===== config.mk =====
export PLATFORM = sky130hd
export DESIGN_NAME = msm_strobe_mapper
export DESIGN_NICKNAME = d
export VERILOG_FILES = /design/src/shared/msm_pkg.sv /design/src/rtl/msm_refresh_timer.sv /design/src/rtl/msm_strobe_mapper.sv
export SDC_FILE = /design/constraint.sdc
export NUM_CORES = 1
export LEC_CHECK = 0
export ABC_AREA = 1
export BUFFER_PORTS_ARGS = -buffer_cell sky130_fd_sc_hd__clkbuf_2
export CORE_UTILIZATION = 45
export CTS_CLUSTER_DIAMETER = 50
export DETAILED_ROUTE_END_ITERATION = 12
export PLACE_DENSITY = 0.68
export SLEW_MARGIN = 0
export SYNTH_ARGS = -nofsm -noshare
export SYNTH_HDL_FRONTEND = slang
export SYNTH_HIERARCHICAL = 1
export SYNTH_SLANG_ARGS = --single-unit

===== constraint.sdc =====
create_clock -name clock -period 1.77 [get_ports clock]
set_input_delay 0.354 -clock clock [delete_from_list [all_inputs] [get_ports clock]]
set_output_delay 0.354 -clock clock [all_outputs]
set_load 0.01 [all_outputs]

===== src/shared/msm_pkg.sv =====
// Package: memory strobe mapper constants, enums and carrier structs
package msm_pkg;

	// ----------------------------------------------------------------
	// Pin indices of the shared control bus
	// ----------------------------------------------------------------
	localparam int PIN_COUNT     = 10;  // Shared control pins
	localparam int BANK_COUNT    = 6;   // Banks / chip selects 0..5
	localparam int DRAM_CAS_LAST = 4;   // Per-bank column strobes on pins 0..4
	localparam int PIN_P4        = 4;   // Even refresh pin (small PSRAM)
	localparam int PIN_P5        = 5;
	localparam int PIN_P6        = 6;
	localparam int PIN_P7        = 7;
	localparam int PIN_P8        = 8;
	localparam int PIN_P9        = 9;

	// ----------------------------------------------------------------
	// Address constants
	// ----------------------------------------------------------------
	localparam logic [23:0] BOOT_LO     = 24'h0F_0000; // Boot window start
	localparam logic [23:0] BOOT_HI     = 24'h0F_FFFF; // Boot window end
	localparam logic [7:0]  UPPER_ZERO  = 8'h00;       // Forced upper byte
	localparam int          UPPER_MSB   = 23;
	localparam int          UPPER_LSB   = 16;
	localparam logic [9:0]  PINS_IDLE   = 10'h3FF;     // All strobes high

	// ----------------------------------------------------------------
	// Timing constants (access times in ns, strobe phases in clock cycles)
	// ----------------------------------------------------------------
	localparam int CLOCK_MHZ     = 100;
	localparam int DRAM_NS       = 60;   // DRAM access time
	localparam int SRAM_NS       = 60;   // SRAM access time
	localparam int PSRAM_NS      = 80;   // PSRAM access time
	localparam int DRAM_CYC      = (DRAM_NS * CLOCK_MHZ + 999) / 1000;
	localparam int SRAM_CYC      = (SRAM_NS * CLOCK_MHZ + 999) / 1000;
	localparam int PSRAM_CYC     = (PSRAM_NS * CLOCK_MHZ + 999) / 1000;
	localparam int RAS_CAS_CYC   = 2;    // Row to column step
	localparam int CNT_W         = 8;
	localparam int REFRESH_W     = 8;    // Refresh timer width

	// ----------------------------------------------------------------
	// Memory types and targets
	// ----------------------------------------------------------------
	typedef enum logic [2:0] {
		MSM_DRAM_X8,
		MSM_DRAM_X16,
		MSM_SRAM,
		MSM_PSRAM_SMALL,
		MSM_PSRAM_LARGE,
		MSM_FLASH_X8,
		MSM_FLASH_X16
	} msm_mem_type_t;

	typedef enum logic [1:0] {
		MSM_TGT_RAM,
		MSM_TGT_FIRST_ROM,
		MSM_TGT_SECOND_ROM,
		MSM_TGT_NONE
	} msm_target_t;

	// Access request from the processor side
	typedef struct packed {
		logic        write;     // 1 = write
		logic        low_byte;  // Even byte lane used
		logic        high_byte; // Odd byte lane used
		logic [2:0]  bank;      // Bank 0..5
		logic [23:0] addr;      // Physical address
		msm_target_t target;    // Mapping-register target
		logic        mapped;    // Went through a mapping register
	} msm_req_t;

	// Static configuration
	typedef struct packed {
		msm_mem_type_t ram_type;       // Type of every RAM bank
		logic          boot_shadowed;  // Boot window shadowed by RAM
		logic          second_rom_x8;  // Second ROM width bit
		logic          flash_oe_on_rd; // Expansion read drives flash OE
		logic          dram_self_ref;  // Self-refreshing DRAM fitted
		logic [7:0]    refresh_div;    // Refresh period in ticks
	} msm_cfg_t;

endpackage : msm_pkg


===== src/rtl/msm_refresh_timer.sv =====
// Independent 8-bit refresh request timer
`timescale 1ns/100ps
`default_nettype none
module msm_refresh_timer #(
	parameter int WIDTH = msm_pkg::REFRESH_W
) (
	input  wire logic             clock,
	input  wire logic             resetn,
	input  wire logic             run,       // Timer enabled
	input  wire logic [WIDTH-1:0] period,    // Reload value
	input  wire logic             ack,       // Refresh cycle taken
	output logic                  request    // Pending refresh
);

	// ----------------------------------------------------------------
	// Counter and sticky request
	// ----------------------------------------------------------------
	logic [WIDTH-1:0] count;       // Down counter
	logic [WIDTH-1:0] next_count;
	logic             next_request;

	// Next-state: reload on expiry; a new expiry beats an ack
	always_comb begin
		next_count   = count;
		next_request = request;
		if (ack) begin
			next_request = 1'b0;
		end
		if (!run) begin
			next_count   = period;
			next_request = 1'b0;
		end else if (count == '0) begin
			next_count   = period;
			next_request = 1'b1;
		end else begin
			next_count = count - 1'b1;
		end
	end

	// Registers only
	always_ff @(posedge clock or negedge resetn) begin
		if (!resetn) begin
			count   <= '0;
			request <= 1'b0;
		end else begin
			count   <= next_count;
			request <= next_request;
		end
	end

endmodule : msm_refresh_timer
`default_nettype wire


===== src/rtl/msm_strobe_mapper.sv =====
// Memory strobe mapper: RAM control pins, ROM selects, refresh sequencing
`timescale 1ns/100ps
`default_nettype none
module msm_strobe_mapper (
	input  wire logic               clock,
	input  wire logic               resetn,
	input  wire msm_pkg::msm_cfg_t  cfg,           // Static configuration
	input  wire logic               req_valid,     // Processor access request
	input  wire msm_pkg::msm_req_t  req,           // Request fields
	input  wire logic               disp_valid,    // Display refresh burst request
	input  wire logic [3:0]         disp_len,      // Words in burst, minus one
	input  wire logic               suspend,       // Suspend state, async level
	input  wire logic               boot_rom_width_strap, // Pin: low 16-bit, high 8-bit
	input  wire logic               exp_read,      // Expansion memory read phase
	output logic                    busy,          // Cycle in progress
	output logic                    done,          // One-cycle end of access
	output logic [9:0]              mem_ctl_pins_n,       // Shared control pins
	output logic                    boot_rom_select_n,    // First ROM enable
	output logic                    second_rom_select_n,  // Second ROM enable
	output logic                    expansion_mem_read_strobe_n, // Flash OE
	output logic [7:0]              upper_addr,    // Address bits 23..16
	output logic                    rom_x8,        // Width of ROM now selected
	output logic                    boot_rom_x8    // Latched strap
);

	// ----------------------------------------------------------------
	// Input synchronisers
	// ----------------------------------------------------------------
	logic [1:0] strap_sync;     // Strap pin, two flops
	logic [1:0] suspend_sync;   // Suspend level, two flops
	logic       suspend_s;      // Synchronised suspend

	// Only the second stage is read
	always_ff @(posedge clock or negedge resetn) begin
		if (!resetn) begin
			strap_sync   <= 2'b00;
			suspend_sync <= 2'b00;
		end else begin
			strap_sync   <= {strap_sync[0], boot_rom_width_strap};
			suspend_sync <= {suspend_sync[0], suspend};
		end
	end
	assign suspend_s = suspend_sync[1];

	// ----------------------------------------------------------------
	// Boot width strap capture after reset release
	// ----------------------------------------------------------------
	logic       strap_taken;    // Strap has been caught
	logic       next_strap_taken;
	logic       next_boot_rom_x8;
	logic [1:0] strap_wait;     // Lets the synchroniser fill
	logic [1:0] next_strap_wait;

	// Catch once the sync chain holds a real sample
	always_comb begin
		next_strap_wait  = strap_wait;
		next_strap_taken = strap_taken;
		next_boot_rom_x8 = boot_rom_x8;
		if (!strap_taken) begin
			if (strap_wait == 2'd2) begin
				next_strap_taken = 1'b1;
				next_boot_rom_x8 = strap_sync[1];
			end else begin
				next_strap_wait = strap_wait + 2'd1;
			end
		end
	end

	always_ff @(posedge clock or negedge resetn) begin
		if (!resetn) begin
			strap_wait  <= 2'd0;
			strap_taken <= 1'b0;
			boot_rom_x8 <= 1'b0;
		end else begin
			strap_wait  <= next_strap_wait;
			strap_taken <= next_strap_taken;
			boot_rom_x8 <= next_boot_rom_x8;
		end
	end

	// ----------------------------------------------------------------
	// Refresh timer
	// ----------------------------------------------------------------
	logic ref_req;   // Pending refresh
	logic ref_ack;   // Refresh cycle started
	logic ref_run;   // Timer allowed

	// PSRAM self-refreshes in suspend; so does self-refreshing DRAM
	assign ref_run = !(suspend_s && (cfg.ram_type == msm_pkg::MSM_PSRAM_SMALL
		|| cfg.ram_type == msm_pkg::MSM_PSRAM_LARGE || cfg.dram_self_ref));

	msm_refresh_timer #(
		.WIDTH (msm_pkg::REFRESH_W)
	) u_refresh (
		.clock   (clock),
		.resetn  (resetn),
		.run     (ref_run),
		.period  (cfg.refresh_div),
		.ack     (ref_ack),
		.request (ref_req)
	);

	// ----------------------------------------------------------------
	// Cycle sequencer
	// ----------------------------------------------------------------
	typedef enum logic [2:0] {
		MSM_IDLE,
		MSM_ROW,       // Row / chip select phase
		MSM_COL,       // Column / strobe phase
		MSM_PAGE,      // Page-mode column steps
		MSM_REF_COL,   // Refresh: column strobes first
		MSM_REF_ROW,   // Refresh: then row strobes
		MSM_ROM        // ROM access
	} msm_state_t;

	msm_state_t                      state, next_state;
	msm_pkg::msm_req_t               cur, next_cur;        // Latched request
	logic [msm_pkg::CNT_W-1:0]       count, next_count;    // Phase timer
	logic [3:0]                      beats, next_beats;    // Page beats left
	logic                            is_disp, next_is_disp;
	logic                            in_boot;              // Boot window hit
	logic                            is_dram;              // DRAM fitted
	logic                            is_psram;             // PSRAM fitted
	logic [msm_pkg::CNT_W-1:0]       acc_cyc;              // Access phase length

	assign in_boot = (req.addr >= msm_pkg::BOOT_LO) && (req.addr <= msm_pkg::BOOT_HI);
	assign is_dram = (cfg.ram_type == msm_pkg::MSM_DRAM_X8)
		|| (cfg.ram_type == msm_pkg::MSM_DRAM_X16);
	assign is_psram = (cfg.ram_type == msm_pkg::MSM_PSRAM_SMALL)
		|| (cfg.ram_type == msm_pkg::MSM_PSRAM_LARGE);

	// Access time per type, in whole clocks
	always_comb begin
		if (is_dram) begin
			acc_cyc = msm_pkg::CNT_W'(msm_pkg::DRAM_CYC);
		end else if (is_psram) begin
			acc_cyc = msm_pkg::CNT_W'(msm_pkg::PSRAM_CYC);
		end else begin
			acc_cyc = msm_pkg::CNT_W'(msm_pkg::SRAM_CYC);
		end
	end

	// Next-state: refresh wins over a new access; requests held by caller
	always_comb begin
		next_state   = state;
		next_cur     = cur;
		next_count   = count;
		next_beats   = beats;
		next_is_disp = is_disp;
		ref_ack      = 1'b0;
		done         = 1'b0;
		case (state)
			MSM_IDLE: begin
				if (ref_req && (is_dram || is_psram) && ref_run) begin
					ref_ack    = 1'b1;
					next_state = MSM_REF_COL;
					next_count = msm_pkg::CNT_W'(msm_pkg::RAS_CAS_CYC);
				end else if (disp_valid && is_dram) begin
					next_is_disp = 1'b1;
					next_beats   = disp_len;
					next_cur     = req;
					next_cur.write     = 1'b0;
					next_cur.low_byte  = 1'b1;
					next_cur.high_byte = 1'b1;
					next_state   = MSM_ROW;
					next_count   = msm_pkg::CNT_W'(msm_pkg::RAS_CAS_CYC);
				end else if (req_valid) begin
					next_is_disp = 1'b0;
					next_cur     = req;
					next_count   = acc_cyc;
					if (in_boot && !cfg.boot_shadowed) begin
						next_cur.target = msm_pkg::MSM_TGT_FIRST_ROM;
						next_state      = MSM_ROM;
					end else if (req.mapped && req.target != msm_pkg::MSM_TGT_RAM) begin
						next_state = MSM_ROM;
					end else begin
						next_cur.target = msm_pkg::MSM_TGT_RAM;
						next_state      = MSM_ROW;
						next_count      = is_dram
							? msm_pkg::CNT_W'(msm_pkg::RAS_CAS_CYC) : acc_cyc;
					end
				end
			end
			MSM_ROW: begin
				if (count <= 8'd1) begin
					next_state = is_dram ? MSM_COL : MSM_IDLE;
					next_count = acc_cyc;
					done       = !is_dram;
				end else begin
					next_count = count - 8'd1;
				end
			end
			MSM_COL, MSM_PAGE: begin
				if (count <= 8'd1) begin
					if (is_disp && beats != 4'd0) begin
						next_state = MSM_PAGE;
						next_beats = beats - 4'd1;
						next_count = acc_cyc;
					end else begin
						next_state = MSM_IDLE;
						done       = 1'b1;
					end
				end else begin
					next_count = count - 8'd1;
				end
			end
			MSM_REF_COL: begin
				if (count <= 8'd1) begin
					next_state = MSM_REF_ROW;
					next_count = acc_cyc;
				end else begin
					next_count = count - 8'd1;
				end
			end
			MSM_REF_ROW, MSM_ROM: begin
				if (count <= 8'd1) begin
					next_state = MSM_IDLE;
					done       = (state == MSM_ROM);
				end else begin
					next_count = count - 8'd1;
				end
			end
			default: begin
				next_state = MSM_IDLE;
			end
		endcase
	end

	always_ff @(posedge clock or negedge resetn) begin
		if (!resetn) begin
			state   <= MSM_IDLE;
			cur     <= '0;
			count   <= '0;
			beats   <= '0;
			is_disp <= 1'b0;
		end else begin
			state   <= next_state;
			cur     <= next_cur;
			count   <= next_count;
			beats   <= next_beats;
			is_disp <= next_is_disp;
		end
	end

	assign busy = (state != MSM_IDLE);

	// ----------------------------------------------------------------
	// Pin function decode (active high here, inverted at the flops)
	// ----------------------------------------------------------------
	logic [9:0] act, next_pins;
	logic       lo, hi, wr, col_ph, row_ph, ref_ph, ram_ph;
	localparam int BANKS = msm_pkg::BANK_COUNT;
	logic [BANKS-1:0] bank_hit;

	assign ram_ph = (state == MSM_ROW) || (state == MSM_COL) || (state == MSM_PAGE);
	assign row_ph = ram_ph;
	assign col_ph = (state == MSM_COL) || (state == MSM_PAGE) || (state == MSM_REF_COL)
		|| (state == MSM_REF_ROW);
	assign ref_ph = (state == MSM_REF_COL) || (state == MSM_REF_ROW);
	assign lo     = cur.low_byte;   // Even byte or word
	assign hi     = cur.high_byte;  // Odd byte or word
	assign wr     = cur.write && (state == MSM_COL || !is_dram);

	// One decoder per bank
	genvar gb;
	generate
		for (gb = 0; gb < BANKS; gb++) begin : g_bank
			assign bank_hit[gb] = (cur.bank == 3'(gb));
		end
	endgenerate

	// One type, one pin map; x8 and x16 types, x8 flash has one write strobe on pin 9
	always_comb begin
		act = '0;
		if (ram_ph || ref_ph) begin
			case (cfg.ram_type)
				msm_pkg::MSM_DRAM_X8: begin
					if (ref_ph) begin
						act[msm_pkg::DRAM_CAS_LAST:0] = '1;
						act[msm_pkg::PIN_P5] = (state == MSM_REF_ROW);
						act[msm_pkg::PIN_P6] = (state == MSM_REF_ROW);
					end else begin
						act[msm_pkg::DRAM_CAS_LAST:0] = col_ph ? bank_hit[4:0] : 5'h00;
						act[msm_pkg::PIN_P5] = lo;
						act[msm_pkg::PIN_P6] = hi;
						act[msm_pkg::PIN_P7] = col_ph && !cur.write;
						act[msm_pkg::PIN_P8] = col_ph && wr && lo;
						act[msm_pkg::PIN_P9] = col_ph && wr && hi;
					end
				end
				msm_pkg::MSM_DRAM_X16: begin
					if (ref_ph) begin
						act[msm_pkg::PIN_P6] = 1'b1;
						act[msm_pkg::PIN_P7] = 1'b1;
						act[msm_pkg::PIN_P5:0] = (state == MSM_REF_ROW) ? 6'h3F : 6'h00;
					end else begin
						act[msm_pkg::PIN_P5:0] = bank_hit;
						act[msm_pkg::PIN_P6] = col_ph && lo;
						act[msm_pkg::PIN_P7] = col_ph && hi;
						act[msm_pkg::PIN_P8] = col_ph && !cur.write;
						act[msm_pkg::PIN_P9] = col_ph && wr;
					end
				end
				msm_pkg::MSM_SRAM, msm_pkg::MSM_PSRAM_SMALL,
				msm_pkg::MSM_PSRAM_LARGE: begin
					if (ref_ph && cfg.ram_type == msm_pkg::MSM_PSRAM_SMALL) begin
						act[msm_pkg::PIN_P4] = 1'b1;
						act[msm_pkg::PIN_P5] = 1'b1;
					end else if (ref_ph) begin
						act[msm_pkg::PIN_P6] = 1'b1;
						act[msm_pkg::PIN_P7] = 1'b1;
					end else begin
						act[msm_pkg::PIN_P5:0] = bank_hit;
						act[msm_pkg::PIN_P6] = !cur.write && lo;
						act[msm_pkg::PIN_P7] = !cur.write && hi;
						act[msm_pkg::PIN_P8] = wr && lo;
						act[msm_pkg::PIN_P9] = wr && hi;
					end
				end
				msm_pkg::MSM_FLASH_X8, msm_pkg::MSM_FLASH_X16: begin
					if (!ref_ph) begin
						act[msm_pkg::PIN_P5:1] = bank_hit[5:1];
						if (cfg.ram_type == msm_pkg::MSM_FLASH_X8) begin
							act[msm_pkg::PIN_P9] = wr;
						end else begin
							act[msm_pkg::PIN_P8] = wr && lo;
							act[msm_pkg::PIN_P9] = wr && hi;
						end
					end
				end
				default: begin
					act = '0;
				end
			endcase
		end
		next_pins = ~act;
	end

	// ----------------------------------------------------------------
	// ROM selects, address and read strobe
	// ----------------------------------------------------------------
	logic next_boot_sel, next_second_sel, next_exp_rd, next_rom_x8;
	logic [7:0] next_upper;
	logic rom_ph;

	assign rom_ph = (state == MSM_ROM);

	always_comb begin
		next_boot_sel   = !(rom_ph && cur.target == msm_pkg::MSM_TGT_FIRST_ROM);
		next_second_sel = !(rom_ph && cur.mapped
			&& cur.target == msm_pkg::MSM_TGT_SECOND_ROM);
		next_upper      = cur.addr[msm_pkg::UPPER_MSB:msm_pkg::UPPER_LSB];
		if (rom_ph && !cur.mapped) begin
			next_upper = msm_pkg::UPPER_ZERO;
		end
		next_rom_x8 = (cur.target == msm_pkg::MSM_TGT_SECOND_ROM)
			? cfg.second_rom_x8 : boot_rom_x8;
		next_exp_rd = !(cfg.flash_oe_on_rd && exp_read);
	end

	// Pins 8/9 keep working in suspend; nothing gates them off
	always_ff @(posedge clock or negedge resetn) begin
		if (!resetn) begin
			mem_ctl_pins_n              <= msm_pkg::PINS_IDLE;
			boot_rom_select_n           <= 1'b1;
			second_rom_select_n         <= 1'b1;
			expansion_mem_read_strobe_n <= 1'b1;
			upper_addr                  <= '0;
			rom_x8                      <= 1'b0;
		end else begin
			mem_ctl_pins_n              <= next_pins;
			boot_rom_select_n           <= next_boot_sel;
			second_rom_select_n         <= next_second_sel;
			expansion_mem_read_strobe_n <= next_exp_rd;
			upper_addr                  <= next_upper;
			rom_x8                      <= next_rom_x8;
		end
	end

endmodule : msm_strobe_mapper
`default_nettype wire


# After elaboration in Yosys (flattened, before gate mapping)
# Cells that the tools add are included.
# W data, S select, Z words.
# op_classes
bitwise_logic	4
magnitude_cmp	3
addsub	4
n_reduce_logical	67
eq_ne	30
mux	73
# ops
cell	count
$mux W8	14
$mux W33	2
$mux W4	8
$pmux W8 S4	1
$mux W3	10
$logic_and A1 B1 Y1	25
$eq A3 B3 Y1 const B	8
$ge A24 B20 Y1 const B	1
$le A24 B20 Y1 const B	1
$pmux W5 S4	1
$eq A3 B2 Y1 const B	6
$mux W2	9
$mux W1	16
$ne A2 B2 Y1 const B	8
$sub A8 B1 Y8 const B	2
$pmux W3 S5	1
$logic_or A1 B1 Y1	12
$mux W6	2
$mux W10	1
$mux W5	2
$not A10 Y10	1
$reduce_and A5 Y1	2
$eq A3 B1 Y1 const B	3
$logic_not A3 Y1	3
23 further kinds	42
# word_totals
in_bits	59
register_bits	88

# Longest topological paths before layout
# Gate-level depths: netlist of the first run.
# logic_depth
word_depth	11
mapped_depth	11
ltp_nobuf	11

# Hierarchy
# Netlist of the first run, hierarchy kept.
# by_module_without_submodules
mod	area_per_inst_um2	cells_each	n_inst
msm_strobe_mapper	3453.3	450	1
msm_refresh_timer	575.6	78	1

# Least setup slack after synthesis of the first run
# No wires, ideal clock.
# synth_path
path_kind	reg2reg
startpoint	reg, netlist name count[0]
endpoint	reg, netlist name count[4]
setup_ns	0.119
period_less_slack_ns	1.590
arrival_ns	1.470
path_buffers	0
slack_ns	0.180
path_stages_with_launch	12
cell_sequence	dfrtp_1 inv_1 ha_1 o21ai_1 nor2_4 inv_2 nand2_1 nand2_1 nand2_4 inv_4 o21ai_2 nand2_1

# Final worst setup path of the first run
# layout_path
startpoint	reg state[1]
endpoint	out done
# layout_between
elab_chain_len	3
elab_cells_between_ends	9
cone_classes	5 x eq/ne; 2 x mux; 2 x reduce/logical
# layout_lines
item	line_no	rtl
start, declared	msm_strobe_mapper.sv:116	msm_state_t state, next_state;
start signal, assigned	msm_strobe_mapper.sv:237	state <= next_state;
$eq A3 B3 Y1 (tied with other cells)	msm_strobe_mapper.sv:152, msm_strobe_mapper.sv:218	
$mux W1 or $reduce_or A2 Y1 (tied branches)	msm_strobe_mapper.sv:216, msm_strobe_mapper.sv:152	
$pmux W1 S3 (*)	msm_strobe_mapper.sv:152	case (state)
end, declared	msm_strobe_mapper.sv:16	output logic done,
# Mark *: on every way between the ends. The rest lies on a longest branch, timed or not.

==> results of run 1 <==
## how the worst max path moves through the flow
stage	end	cells past startpoint
2_1_floorplan	count[4]$_DFFE_PN0P_	11
3_3_place_gp	done	9
3_5_place_dp	done	9
4_1_cts	done	9
5_1_grt	done	8
6_report	done	8
## state kept, by name, summed over array words and instances (netlist names), 2 cells and up
signal / flops
cur: 15
state: 3
upper_addr: 8
suspend_sync: 2
strap_wait: 2
strap_sync: 2
count: 8
mem_ctl_pins_n: 10
beats: 4
u_refresh/count: 8
## logic make-up after synthesis
family | after synthesis
AOI/OAI and AO/OA | 58
adders and majority gates | 6
buffers and inverters | 83
DFF | 72
xor gates and xnor gates | 6
and+or+nand+nor | 303
## report_power, final
part,total (mW),internal (mW),switching (mW)
clock network,1.36,0.732,0.631
logic,3.71,1.46,2.25
registers,2.66,2.25,0.408
## critical path, cell delays in order, from the launching register on
cell and delay [ps]:
dfrtp_2 460, buf_4 160, nand2_2 70, nand3_2 100, nand3_2 70, nand3_1 80
nand4_1 90, inv_1 50, buf_2 130
## what timing repair did
action                     CTS  global route
hold endpoints to repair    30             0
pin swaps                    7             5
setup endpoints to repair    1            13
hold buffers                 1             0
gates cloned                 0             1
resized for setup           16            13
buffers inserted             7             5
## layout by cell type (no fill, tap or decap), drive strengths merged, types with 2 or more instances in the layout
cell / count
nand4: 7
xor2: 4
nor3: 4
a21oi: 7
ha: 6
xnor2: 2
clkbuf: 77
clkinvlp: 2
nand3: 51
o31ai: 4
dfrtp: 59
dfstp: 13
inv: 79
o21ai: 38
o22ai: 3
or2: 2
buf: 28
nand2: 174
nor2: 63
## metal layers
layer,global-route usage (%),up-vias,part of all wire (%)
met5,0,-,0
met2,34.2,93,47
met3,3.25,17,4.6
li1,-,1873,-
met4,7.81,0,1.9
met1,27.6,1693,47
## through the flow
step	area (µm²)	hold WS, ps	worst slack [ps]	utilization, %	setup TNS [ps]
6_report	4980	111	-148	57.4	-148
5_1_grt	4980	85.2	-240	57.4	-258
4_1_cts	4910	90.2	-155	56.6	-155
3_5_place_dp	4590	334	50.8	52.9	0
3_3_place_gp	4590	328	93.2	52.9	0
2_1_floorplan	4030	58.4	180	-	0
## cell type report
cell class                 count  area [µm²]
fill                         830        3690
multi-input combinational    374        1950
sequential                    72        1820
timing repair buffer          94         559
inverter                      79         307
clock buffer                  12         155
tap                          108         135
clock inverter                 4        53.8
==> flow_metrics.tcl, run 1 <==
set metrics [dict create \
    yosysWarnings 6 \
    cts_max_path_buffers 2 \
    final_cells 743 \
    reg2reg_from "state[1]$_DFFE_PN0P_" \
    h-tree-depth 3 \
    syn_area_per_cell_um2 7.63 \
    grt_setup_unrepaired "true" \
    cts_num_sinks 72 \
    first_global_vias 3516 \
    slew_headroom_pct 70.4 \
    yosysMostFrequentCell "nand2_1" \
    power_density_nw_per_um2 1550 \
    timing.fmax_mhz 521 \
    crit_type "reg2out" \
    synth_area_leaders "dfrtp_1 (37%), nand2_1 (15%), dfstp_2 (8.5%)" \
    setup.worst_path.start "state[1]$_DFFE_PN0P_" \
    viasPerCell 4.95 \
    final_layout_size_suffix_gt1_share_pct 28.3 \
    gp_congestion 0.867 \
    hold_depth 1 \
    grtUsageTotal_pct 20.8 \
    num_rows 34 \
    synthSimpleGateAreaFrac_pct 35.0 \
    critical_path_required_ps 1420 \
    grt-ovfl-total 0 \
    nNetsFinal 695 \
    place_inst 713 \
    grt_max_degree 40 \
    cts_buffers 9 \
    worst_pin_slew_ps 444 \
    yosys.cell_types.count 40 \
    dieArea_um2 9340 \
    postSynth.asyncResetShare_pct 100 \
    ys.flop_type "dfrtp_1" \
    worstPathArrival_ps 1560 \
    critPathLaunchType "register" \
    r2r_setup_slack_ps 120 \
    yosysTopAreaCellShare_pct 36.6 \
    drc 0 \
    ant_nets 0 \
    fin_ws_ps -148 \
    slew_violations 0 \
    place.detailed.hpwl_mm 6.69 \
    antenna_found_initial 0 \
    setup_violations 1 \
    synth_top_family_by_area "simple AND/OR/NAND/NOR gates" \
    ys_ff_latch 72 \
    rr_worst_depth 11 \
    drtIter0Drc 169 \
    cellLeakagePower_nw 2.67 \
    min_from "boot_rom_width_strap" \
    yosysSeqAreaShare_pct 45.1 \
    root_buffer "clkbuf_8" \
    core_area_um2 8680 \
    r2r-end "count[3]$_DFFE_PN0P_" \
    drv_cap 0 \
    clkSlewWorstSetupHoldPaths_ps 80 \
    hold_path_class "in2reg" \
    diodes 0 \
    yosys.area_share.xor_xnor_pct 1.30 \
    synth_top_area_cell "dfrtp_1" \
    cts_tree "yes" \
    fin_crit_sh_pct 108 \
    portBuffers 67 \
    totalWireLength_mm 9.25 \
    failed_checks "negative setup slack" \
    initial_core_util_pct 46.4 \
    grt_pass1_wl_mm 15.8 \
    die_x_um 96.6 \
    synthTopCellsByCount "nand2_1 (166), inv_1 (72), dfrtp_1 (59), nand3_1 (48), nor2_1 (48)" \
    synthAdderAreaFrac_pct 1.86 \
    period_minus_slack_ps 1920 \
    netlist_area_um2 4030 \
    crit_path_end_kind "output port" \
    hold_viol_final 0 \
    synth_cells 528 \
    finalPower_mw 7.73 \
    synth_compound_gate_area_share_pct 8.54 \
    muxShareOfSynthArea_pct 0 \
    critPathMaxFanout 5 \
    syn-num-nets 593 \
    fin_skew_ps 14.0 \
    vdd_drop_max_uv 723 \
    holdPathEnd "strap_sync[0]$_DFF_PN0_" \
    syn2layout_area_growth_pct 23.7 \
    clock_latency_ps 350 \
    num_io_pins 84 \
    routedWlPerCell_um 12.4 \
    route.vias.total 3676 \
    die-height_um 96.6 \
    first_pass_iters 5 \
    synth_edf_count 0 \
    outcome "finished with violations" \
]
No activity file was read; power rests on OpenSTA's default activity.
==> run 2: changes to the inputs <==
RECOVER_POWER = 100   (was unset)
==> run 2 against run 1 <==
Against the previous run: the run still ends with negative setup slack left; final area fell by 0.55%; first-iteration DRC count is 1.2% higher; utilization fell by 0.32 points; via count increased by 0.65%; clock power is essentially flat; count of clock-buffer cells in the layout unchanged.
==> flow_metrics.tcl, run 2 (synthesized netlist as in run 1, its figures left out) <==
set metrics [dict create \
    critPathMaxFanout 2 \
    first_global_vias 3516 \
    slew_headroom_pct 44.3 \
    crit_type "reg2out" \
    largest-register "cur" \
    finalPower_mw 7.69 \
    setup_tns_ps -146 \
    vdd_drop_max_uv 721 \
    power_density_nw_per_um2 1550 \
    min_from "boot_rom_width_strap" \
    period_minus_slack_ps 1920 \
    n_fill_cell 838 \
    failed_checks "negative setup slack" \
    crit_end "done" \
    fin_crit_sh_pct 108 \
    hold_viol_final 0 \
    diodes 0 \
    totalWireLength_mm 9.25 \
    top_layer "met4" \
    critPathLaunchType "register" \
    core_area_um2 8680 \
    first_pass_iters 5 \
    r2r-end "count[3]$_DFFE_PN0P_" \
    antenna_found_initial 0 \
    viasPerCell 4.98 \
    finish.utilization_pct 57.1 \
    critical_path_required_ps 1420 \
    worst_pin_slew_ps 835 \
    cts_num_sinks 72 \
    layout_commonest_cell "nand2_1" \
    grt_setup_unrepaired "true" \
    drc 0 \
    cts_buffers 9 \
    holdWs_ps 113 \
    largest_reg_flops 15 \
    slew_violations 0 \
    route.vias.total 3700 \
    dr_wl_met3_um 413 \
    grtUsageTotal_pct 20.8 \
    timing.fmax_mhz 522 \
    die-height_um 96.6 \
    r2r_setup_slack_ps 120 \
    initial_core_util_pct 46.4 \
    crit_path_end_kind "output port" \
    place_inst 713 \
    cellLeakagePower_nw 2.63 \
    grt_pass1_wl_mm 15.8 \
    gp_congestion 0.867 \
    drt-met1-wl_mm 4.35 \
    num_io_pins 84 \
    outcome "finished with violations" \
    fin_area_um2 4960 \
    cts_max_path_buffers 2 \
    die_x_um 96.6 \
    portBuffers 67 \
    clkSlewWorstSetupHoldPaths_ps 80 \
    dp_slack_ps 50.8 \
    cts_tree "yes" \
    fin_ws_ps -146 \
    fin_skew_ps 11.8 \
    setup_violations 1 \
    final_cells 743 \
    ant_nets 0 \
    root_buffer "clkbuf_8" \
    reg2reg_from "state[1]$_DFFE_PN0P_" \
    clock_latency_ps 340 \
    worstPathArrival_ps 1560 \
    final_layout_size_suffix_gt1_share_pct 26.6 \
    setup.worst_path.start "beats[1]$_DFFE_PN0P_" \
    routedWlPerCell_um 12.4 \
    hold_path_class "in2reg" \
    grt_max_degree 40 \
    drtIter0Drc 171 \
    met2_length_mm 4.31 \
    reg.largest.list "cur: 15 flops, mem_ctl_pins_n: 10 flops" \
    num_rows 34 \
    rr_worst_depth 11 \
    nNetsFinal 695 \
    syn2layout_area_growth_pct 23.0 \
    dpl_cell_area_um2 4590 \
    drv_cap 0 \
    layout_common_cells "nand2_1 (162), inv_1 (68), dfrtp_1 (56), clkbuf_2 (56)" \
    grt-ovfl-total 0 \
    place.detailed.hpwl_mm 6.69 \
    dieArea_um2 9340 \
    h-tree-depth 3 \
]
## run 2: critical path, cell delays in order (launching register included)
cell	delay (ps)
dfrtp_1	390
inv_2	90
ha_4	150
nand2_4	50
nor2_4	100
o21ai_2	70
nand3_1	90
nand4_1	100
inv_1	70
buf_2	120
## run 2: final cells by class
type                    instances  area, µm²  area share (%)
multi-input cells             374       1950            39.4
inverters                      79        307            6.19
clock inverters                 4       53.8            1.09
flip-flops and latches         72       1820            36.8
repair buffers                 94        532            10.7
clock buffers                  12        155            3.13
well taps                     108        135            2.73
## run 2: power breakdown
| part | internal (mW) | switching [mW] |
|---|---|---|
| sequential | 2.25 | 0.406 |
| clock | 0.731 | 0.624 |
| combinational | 1.43 | 2.25 |
## run 2: repair_timing
| item | in CTS | in global routing |
|---|---|---|
| setup endpoints to repair | 1 | 13 |
| pin swaps | 7 | 5 |
| resized for setup | 16 | 13 |
| endpoints found under the hold margin | 30 | 0 |
| buffers inserted | 7 | 5 |
| gates cloned | 0 | 1 |
| hold buffers | 1 | 0 |
## run 2: worst min-delay path by stage
stage	slack (ps)	to	depth (start not counted)
3_3_place_gp	330	u_refresh/count[5]$_DFF_PN0_	1
6_report	110	strap_sync[0]$_DFF_PN0_	1
3_5_place_dp	330	u_refresh/count[5]$_DFF_PN0_	1
2_1_floorplan	60	beats[0]$_DFFE_PN0P_	0
4_1_cts	90	strap_sync[0]$_DFF_PN0_	1
5_1_grt	90	strap_sync[0]$_DFF_PN0_	1
## run 2: metal layers
| layer | global-route usage (%) | up-vias |
|---|---|---|
| met5 | 0 | - |
| met4 | 7.81 | 0 |
| met3 | 3.25 | 16 |
| met2 | 34.2 | 103 |
| met1 | 27.6 | 1706 |
| li1 | - | 1875 |
